<file path="src/core/qdac_pkg.sv">
/*
  Shared constants for the quad DAC parallel write link: bus widths, control
  write codes, field positions, reset values and host register map.
  Assumes a single 25 MHz clock shared by both ends.
*/
package qdac_pkg;

  localparam int CHANNELS = 4;
  localparam int ADDR_W = 3;
  localparam int DATA_W = 10;
  localparam int MAIN_W = 10;
  localparam int SUB_W = 8;

  // System control word fields.
  localparam int SYS_TWOS_BIT = 5;
  localparam logic [DATA_W-1:0] SYS_CFG_TWOS = 10'h020;
  // Channel control word fields.
  localparam int CH_MAIN_SUB_BIT = 7;
  localparam int CH_MX0_BIT = 0;
  localparam int CH_MX1_BIT = 1;
  localparam logic [DATA_W-1:0] CH_CFG_MAIN = 10'h011;
  localparam logic [DATA_W-1:0] CH_CFG_SUB = 10'h091;

  // Reset values: offset binary, main routing, supply half bias.
  localparam logic RST_TWOS = 1'b0;
  localparam logic RST_SUB_SEL = 1'b0;
  localparam logic [1:0] RST_BIAS_SEL = 2'h0;
  localparam logic [MAIN_W-1:0] RST_MAIN = 10'h000;
  localparam logic [SUB_W-1:0] RST_SUB = 8'h00;
  localparam logic [MAIN_W-1:0] MAIN_MIDPOINT_OB = 10'h200;

  // Host timing in pclk cycles: write strobe low width and load setup.
  localparam int WR_LOW_CYCLES = 2;
  localparam int LOAD_SETUP_CYCLES = 2;

  // Host APB register map (byte addresses).
  localparam logic [7:0] REG_CMD = 8'h00;
  localparam logic [7:0] REG_STATUS = 8'h04;
  localparam logic [7:0] REG_LOAD = 8'h08;
  localparam int CMD_DATA_LSB = 0;
  localparam int CMD_ADDR_LSB = 10;
  localparam int CMD_MODE_BIT = 13;
  localparam int CMD_LOADLOW_BIT = 14;

endpackage : qdac_pkg

</file>
<file path="src/core/qdac_if.sv">
/*
  Parallel write link between host and quad DAC.
  Assumes both ends run on the same pclk.
*/
`timescale 1ns/1ps
interface qdac_if;
  logic [2:0] addr;
  logic [9:0] data;
  logic mode;
  logic wr_n;
  logic load_outputs_strobe_n;

  modport dev (
    input addr,
    input data,
    input mode,
    input wr_n,
    input load_outputs_strobe_n
  );
  modport host (
    output addr,
    output data,
    output mode,
    output wr_n,
    output load_outputs_strobe_n
  );
endinterface : qdac_if

</file>
<file path="src/core/qdac_device.sv">
/*
  Quad DAC digital core: control registers, per channel holding registers and
  output registers updated by the load strobe.
  Assumes link pins come from the host and are synchronised here.
*/
// Overview of operation
// - Load strobe copies all data registers together
// - Sample load at write rise; low updates
// - Host holds load low or data-timed
// - Load high at sample defers update
// - Host waits setup before asynchronous load
// - Four channels, 10-bit main, 8-bit sub
// - One coding choice for every channel
// - Offset binary coding after reset
// - Twos complement main spans -512 to 511
// - Twos complement sub spans -128 to 127
// - Mode low system write ignores address
// - Code 011 selects bias, main routing
// - Code 091 selects bias, sub routing
// - Mode low address picks channel control
// - Mode high stores to addressed channel
// - Twos main 200 lowest, 1FF highest
// - Offset binary main 512 is midpoint
// - Routing bit 0 main, 1 sub
`timescale 1ns/1ps
module qdac_device
  import qdac_pkg::*;
(
  input wire logic pclk,
  input wire logic presetn,
  qdac_if.dev link,
  output logic twos_mode,
  output logic [CHANNELS*MAIN_W-1:0] main_out,
  output logic [CHANNELS*SUB_W-1:0] sub_out,
  output logic [CHANNELS*MAIN_W-1:0] main_offset_out,
  output logic [CHANNELS*2-1:0] bias_sel,
  output logic update_pulse
);

  // ----------------------------------------------------------------------
  // Pin synchronisers
  // ----------------------------------------------------------------------
  logic [15:0] sync1_q;
  logic [15:0] sync2_q;
  logic wr_prev_q;
  logic load_prev_q;
  logic deferred_q;

  always_ff @(posedge pclk or negedge presetn)
  begin
    if (!presetn)
    begin
      sync1_q <= 16'hc000;
      sync2_q <= 16'hc000;
    end
    else
    begin
      sync1_q <= {link.wr_n, link.load_outputs_strobe_n, link.mode, link.addr, link.data};
      sync2_q <= sync1_q;
    end
  end

  logic wr_n_s;
  logic load_n_s;
  logic mode_s;
  logic [ADDR_W-1:0] addr_s;
  logic [DATA_W-1:0] data_s;
  assign {wr_n_s, load_n_s, mode_s, addr_s, data_s} = sync2_q;

  // Data is captured at the synchronised write rise; the host holds data
  // across the rise so the synchronised copy is still stable here.
  logic wr_rise;
  logic load_fall;
  assign wr_rise = wr_n_s && !wr_prev_q;
  assign load_fall = !load_n_s && load_prev_q;

  // ----------------------------------------------------------------------
  // Control registers
  // ----------------------------------------------------------------------
  logic twos_q;
  logic sub_sel_q [CHANNELS];
  logic [1:0] bias_q [CHANNELS];

  // A mode-low write with bit 4 set is a channel write (011/091 carry it);
  // otherwise it is the system control write with address ignored.
  function automatic logic is_chan_write(input logic [DATA_W-1:0] d);
    return d[4];
  endfunction : is_chan_write

  // Only a system control write may touch the coding, so that a channel
  // write cannot silently drop the part back to offset binary.
  always_ff @(posedge pclk or negedge presetn)
  begin
    if (!presetn)
      twos_q <= RST_TWOS;
    else if (wr_rise && !mode_s && !is_chan_write(data_s))
      twos_q <= data_s[SYS_TWOS_BIT];
  end

  // ----------------------------------------------------------------------
  // Per channel holding and output registers
  // ----------------------------------------------------------------------
  logic [MAIN_W-1:0] main_hold_q [CHANNELS];
  logic [SUB_W-1:0] sub_hold_q [CHANNELS];
  logic [MAIN_W-1:0] main_q [CHANNELS];
  logic [SUB_W-1:0] sub_q [CHANNELS];
  logic do_update;

  always_ff @(posedge pclk or negedge presetn)
  begin
    if (!presetn)
    begin
      wr_prev_q <= 1'b1;
      load_prev_q <= 1'b1;
      deferred_q <= 1'b0;
    end
    else
    begin
      wr_prev_q <= wr_n_s;
      load_prev_q <= load_n_s;
      if (wr_rise && mode_s)
        deferred_q <= load_n_s;
      else if (load_fall)
        deferred_q <= 1'b0;
    end
  end

  // ----------------------------------------------------------------------
  // Update control
  // ----------------------------------------------------------------------
  // The synchronous update waits one edge so that the holding register
  // already carries the word written at the same rise; copying at that very
  // edge would move the previous word to the output instead.
  logic sync_upd_q;

  always_ff @(posedge pclk or negedge presetn)
  begin
    if (!presetn)
      sync_upd_q <= 1'b0;
    else
      sync_upd_q <= wr_rise && mode_s && !load_n_s;
  end

  // Async update on a later load fall after a write that saw load high.
  assign do_update = sync_upd_q || (load_fall && deferred_q);
  assign update_pulse = do_update;

  genvar ch;
  generate
    for (ch = 0; ch < CHANNELS; ch++)
    begin : g_ch
      logic hit;
      assign hit = wr_rise && (addr_s == ADDR_W'(ch));

      always_ff @(posedge pclk or negedge presetn)
      begin
        if (!presetn)
        begin
          sub_sel_q[ch] <= RST_SUB_SEL;
          bias_q[ch] <= RST_BIAS_SEL;
        end
        else if (hit && !mode_s && is_chan_write(data_s))
        begin
          sub_sel_q[ch] <= data_s[CH_MAIN_SUB_BIT];
          bias_q[ch] <= {data_s[CH_MX1_BIT], data_s[CH_MX0_BIT]};
        end
      end

      always_ff @(posedge pclk or negedge presetn)
      begin
        if (!presetn)
        begin
          main_hold_q[ch] <= RST_MAIN;
          sub_hold_q[ch] <= RST_SUB;
        end
        else if (hit && mode_s)
        begin
          if (sub_sel_q[ch])
            sub_hold_q[ch] <= data_s[SUB_W-1:0];
          else
            main_hold_q[ch] <= data_s;
        end
      end

      always_ff @(posedge pclk or negedge presetn)
      begin
        if (!presetn)
        begin
          main_q[ch] <= RST_MAIN;
          sub_q[ch] <= RST_SUB;
        end
        else if (do_update)
        begin
          main_q[ch] <= main_hold_q[ch];
          sub_q[ch] <= sub_hold_q[ch];
        end
      end

      // Offset binary view of the main code: twos complement flips the MSB
      // so 200 is lowest and 1FF highest; offset binary 512 sits at bias.
      assign main_offset_out[ch*MAIN_W +: MAIN_W] = twos_q
        ? (main_q[ch] ^ MAIN_MIDPOINT_OB) : main_q[ch];
      assign main_out[ch*MAIN_W +: MAIN_W] = main_q[ch];
      // Sub code is signed in twos complement; zero means no offset.
      assign sub_out[ch*SUB_W +: SUB_W] = sub_q[ch];
      assign bias_sel[ch*2 +: 2] = bias_q[ch];
    end
  endgenerate

  assign twos_mode = twos_q;

endmodule : qdac_device

</file>
<file path="src/flat_wrapper.sv">
// flat-port wrapper written by rule: the top's interface ports become plain ports
module qdac_device_flat import qdac_pkg::*;
  (pclk, presetn, twos_mode, main_out, sub_out, main_offset_out, bias_sel, update_pulse, link_addr, link_data, link_mode, link_wr_n, link_load_outputs_strobe_n);
  qdac_if link_i ();
  input wire logic pclk;
  input wire logic presetn;
  output logic twos_mode;
  output logic [CHANNELS*MAIN_W-1:0] main_out;
  output logic [CHANNELS*SUB_W-1:0] sub_out;
  output logic [CHANNELS*MAIN_W-1:0] main_offset_out;
  output logic [CHANNELS*2-1:0] bias_sel;
  output logic update_pulse;
  input wire logic [$bits(link_i.addr)-1:0] link_addr;
  input wire logic [$bits(link_i.data)-1:0] link_data;
  input wire logic [$bits(link_i.mode)-1:0] link_mode;
  input wire logic [$bits(link_i.wr_n)-1:0] link_wr_n;
  input wire logic [$bits(link_i.load_outputs_strobe_n)-1:0] link_load_outputs_strobe_n;
  assign link_i.addr = link_addr;
  assign link_i.data = link_data;
  assign link_i.mode = link_mode;
  assign link_i.wr_n = link_wr_n;
  assign link_i.load_outputs_strobe_n = link_load_outputs_strobe_n;
  qdac_device u_core (.pclk(pclk), .presetn(presetn), .link(link_i), .twos_mode(twos_mode), .main_out(main_out), .sub_out(sub_out), .main_offset_out(main_offset_out), .bias_sel(bias_sel), .update_pulse(update_pulse));
endmodule
</file>
<file path="config.mk">
export PLATFORM = sky130hd
export DESIGN_NAME = qdac_device_flat
export DESIGN_NICKNAME = d
export VERILOG_FILES = /design/src/core/qdac_pkg.sv /design/src/core/qdac_if.sv /design/src/core/qdac_device.sv /design/src/flat_wrapper.sv
export SDC_FILE = /design/constraint.sdc
export NUM_CORES = 1
export LEC_CHECK = 0
export BUFFER_PORTS_ARGS = -buffer_cell sky130_fd_sc_hd__buf_2
export CORE_MARGIN = 2
export CORE_UTILIZATION = 48
export DETAILED_ROUTE_END_ITERATION = 7
export PLACE_DENSITY_LB_ADDON = 0.1
export SLEW_MARGIN = 10
export SYNTH_ARGS = -nofsm -noshare
export SYNTH_HDL_FRONTEND = slang
export SYNTH_SLANG_ARGS = --single-unit
export TNS_END_PERCENT = 5
</file>
<file path="constraint.sdc">
create_clock -name pclk -period 5 [get_ports pclk]
set_clock_uncertainty 0.15 [all_clocks]
set_input_delay 0.5 -clock pclk [delete_from_list [all_inputs] [get_ports pclk]]
set_output_delay 0.5 -clock pclk [all_outputs]
set_load 0.01 [all_outputs]
</file>
==> run metrics <==
Slowest-stage cell, CP=a31oi_4; total power=3.958 mW; design area=8468 sq um; clk slew on worst S/H paths=0.07 ns; Tightest Pin Transition=0.9583 ns; Crit. End Element=output pin; most instantiated cells after synthesis=dfrtp_1 (187), mux2_2 (147), buf_4 (36); Yosys top cell area share=around 65%; post-CTS setup buffer count=0; crit path launch type=flop; Routed WL=13620 um; die width=approximately 130 um; ranking of synthesized cells by area=dfrtp_1 (65%), mux2_2 (23%), buf_4 (3.7%); hold_buf cts=1; Min-Delay Path Class=input pin to flop; DRC viols=0; area leader, netlist=dfrtp_1; power share of the clock group=33.6%; WS Path Type=flop to output pin; Vert. Die Dim=126.9 um; Starting Density=49.52%; Syn Area/Cell=16.63 sq um; Placed Area=7871 sq um; Top FF cell, synth=dfrtp_1; Clock Sinks=193; max incr delay on CP=0.70 ns; Cell Chain, Critical Path=inv_1 > a31oi_4 > inv_1 > buf_2; first-pass GRT wire length=21250 um; area of the multi-input gates=2062 sq um; f_max=376.5 MHz; final hold violations=0; delay-heaviest family, CP=compound AO/OA/AOI/OAI gates; Ys Warns=0; Tcrit/Tclk final=between 50 and 60%; port bufs=139; detail-routed via count per cell=5.082; ANT nets after route=0; H-Tree Depth=4; clock latency on the worst-skew pair=0.43 ns; max-slew violations=0; vias in the first global route=3829; fin worst setup slack=around 2.3 ns; Num CTS Buffers=17; Syn Std Cell Area=between 7000 and 8000 sq um; RSZ-0062 raised after global routing=false; DP HPWL=8860 um; Layout fillers=1165; DP Worst Slack=2.504 ns; post-cts resize count=0; Crit Path Max Fanout=24; final worst path period need=2.656 ns; diode count=0; Hold Slack=0.01828 ns; Worst Path Buf+Inv=3; largest net degree at the start of global routing=85; initial antenna violation count=0; Overall Global Routing Usage=between 15 and 20%; most common cell in the netlist=dfrtp_1; Final nets=564; ys async rst share=100.0%; CP required=4.35 ns; Die Area=16110 sq um; Reg area=about 4800 sq um; sequential area share after synthesis=~67%; Mapped Nets=between 400 and 500; status=complete, no violations; Cells on Worst Hold Path=1; FF+latch count, synth=193; RD Place Congestion=0.7314; EDFF count, synth=0; NetSw=1.075 mW; # setup viols final=0; 1st-pass router iterations=4; ratio of cells with drive above 1 in the final layout=around 61%; setup TNS=0 ns; FP Rows=44; Combinational Power Share=16.9%; DR iter-0 viols=around 200; Pleak=4.443 nW; global route overflow=0; Max Cap Viol=0; area added between synthesis and finish=16.77%; sequential share of power=approximately 50%; worst vdd ir=0.2522 mV; TritonCTS clock tree=yes; Crit path depth=4; most used cell along the critical path=inv_1; Max transition margin=35.77%; core area=14640 sq um; vias=roughly 3800; Clock Path Buffers=2; CTS Root Cell=clkbuf_16; PD cells=about 470 nW/um^2; Syn Inst Count=436; Wirelength per Cell=18.33 um; I/O pin count=140; P_int=2.883 mW; synth unique cells=27; r2r worst-path depth=4; worst endpoint data arrival time=2.01 ns; Switching Share=27.15%
[flip-flops by register name, summed over array words and instances (netlist names), 4 cells and up]
signal and flops:
u_core.main_hold_q 40, u_core.sub_out 32, u_core.sub_hold_q 32, u_core.bias_sel 8, u_core.main_out 40, u_core.sub_sel_q 4, u_core.sync1_q 16, u_core.sync2_q 16
[layout make-up]
cell class / count / area share (%)
Sequential cell: 193 / 57.12
Multi-Input combinational cell: 188 / 24.35
Timing Repair Buffer: 144 / 8.791
Clock buffer: 17 / 5.024
Tap cell: 184 / 2.719
Clock inverter: 15 / 1.906
Inverter: 2 / 0.08865
[layout by cell type, fill, tap and decap left out, drive strengths merged]
| cell | instances |
|---|---|
| nand4b | 2 |
| dfstp | 6 |
| nor2 | 3 |
| nor3b | 1 |
| bufinv | 2 |
| nor2b | 2 |
| xor2 | 4 |
| clkinvlp | 7 |
| and4b | 1 |
| and4bb | 1 |
| clkinv | 4 |
| o21a | 1 |
| nor3 | 2 |
| inv | 4 |
| buf | 142 |
| nand2 | 2 |
| nand3 | 4 |
| nand3b | 1 |
| mux2 | 157 |
| o21ai | 1 |
| dlygate4sd3 | 1 |
| dfrtp | 187 |
| and2 | 1 |
| a31oi | 1 |
| clkbuf | 18 |
| or4b | 1 |
| and3b | 2 |
| nand4bb | 1 |
[per-layer routing]
| metal | track usage [%] | vias up | part of all wire [%] |
|---|---|---|---|
| met5 | 0 | - | 0 |
| met4 | 6.335 | 0 | 1.3 |
| met3 | 4.429 | 17 | 4.5 |
| met2 | 26.88 | 103 | 47 |
| met1 | 25.09 | 1965 | 47 |
| li1 | - | 1691 | - |
[logic make-up (layout without fill, tap and decap cells)]
| logic type | after synthesis | count (layout) | synth area share, % |
|---|---|---|---|
| DFF | 193 | 193 | 66.70 |
| muxes | 157 | 157 | 24.90 |
| buffers and inverters | 55 | 178 | 4.986 |
| and+or+nand+nor | 24 | 24 | 2.588 |
| xor gates and xnor gates | 4 | 4 | 0.4830 |
| AOI/OAI and AO/OA | 3 | 3 | 0.3450 |
[metrics by stage]
stage,std cells,util (%)
final,743,57.83
after global routing,743,57.83
after CTS,743,57.83
after detailed placement,710,53.75
after global placement,710,53.75
after floorplan,436,-
[worst register-to-register path: stages (launching register included)]
cell	delay [ns]
dfstp_2	0.53
inv_1	0.07
a31oi_4	0.70
buf_4	0.50
mux2_2	0.39
[power by group through the flow]
stage	logic [mW]	registers, mW	clock network [mW]
2_1_floorplan	0.445	2.00	0
4_1_cts	0.681	1.96	1.36
3_3_place_gp	0.673	1.98	0
3_5_place_dp	0.677	1.99	0
6_report	0.669	1.96	1.33
5_1_grt	0.724	1.99	1.43
[path summary, 6_finish.rpt]
check                                              from                         endpoint  slack (ns)
setup / recovery           u_core.sync2_q[14]$_DFF_PN1_                     update_pulse        2.34
hold / removal                                link_wr_n     u_core.sync1_q[15]$_DFF_PN1_        0.02
setup reg to reg           u_core.sync2_q[14]$_DFF_PN1_  u_core.main_out[14]$_DFFE_PN0P_        2.53
hold reg to reg             u_core.sync1_q[1]$_DFF_PN0_      u_core.sync2_q[1]$_DFF_PN0_        0.20
max in group asynchronous                       presetn  u_core.main_out[12]$_DFFE_PN0P_        2.93
min in group asynchronous                       presetn   u_core.main_out[1]$_DFFE_PN0P_        0.53
No activity file was read; power rests on OpenSTA's default activity.
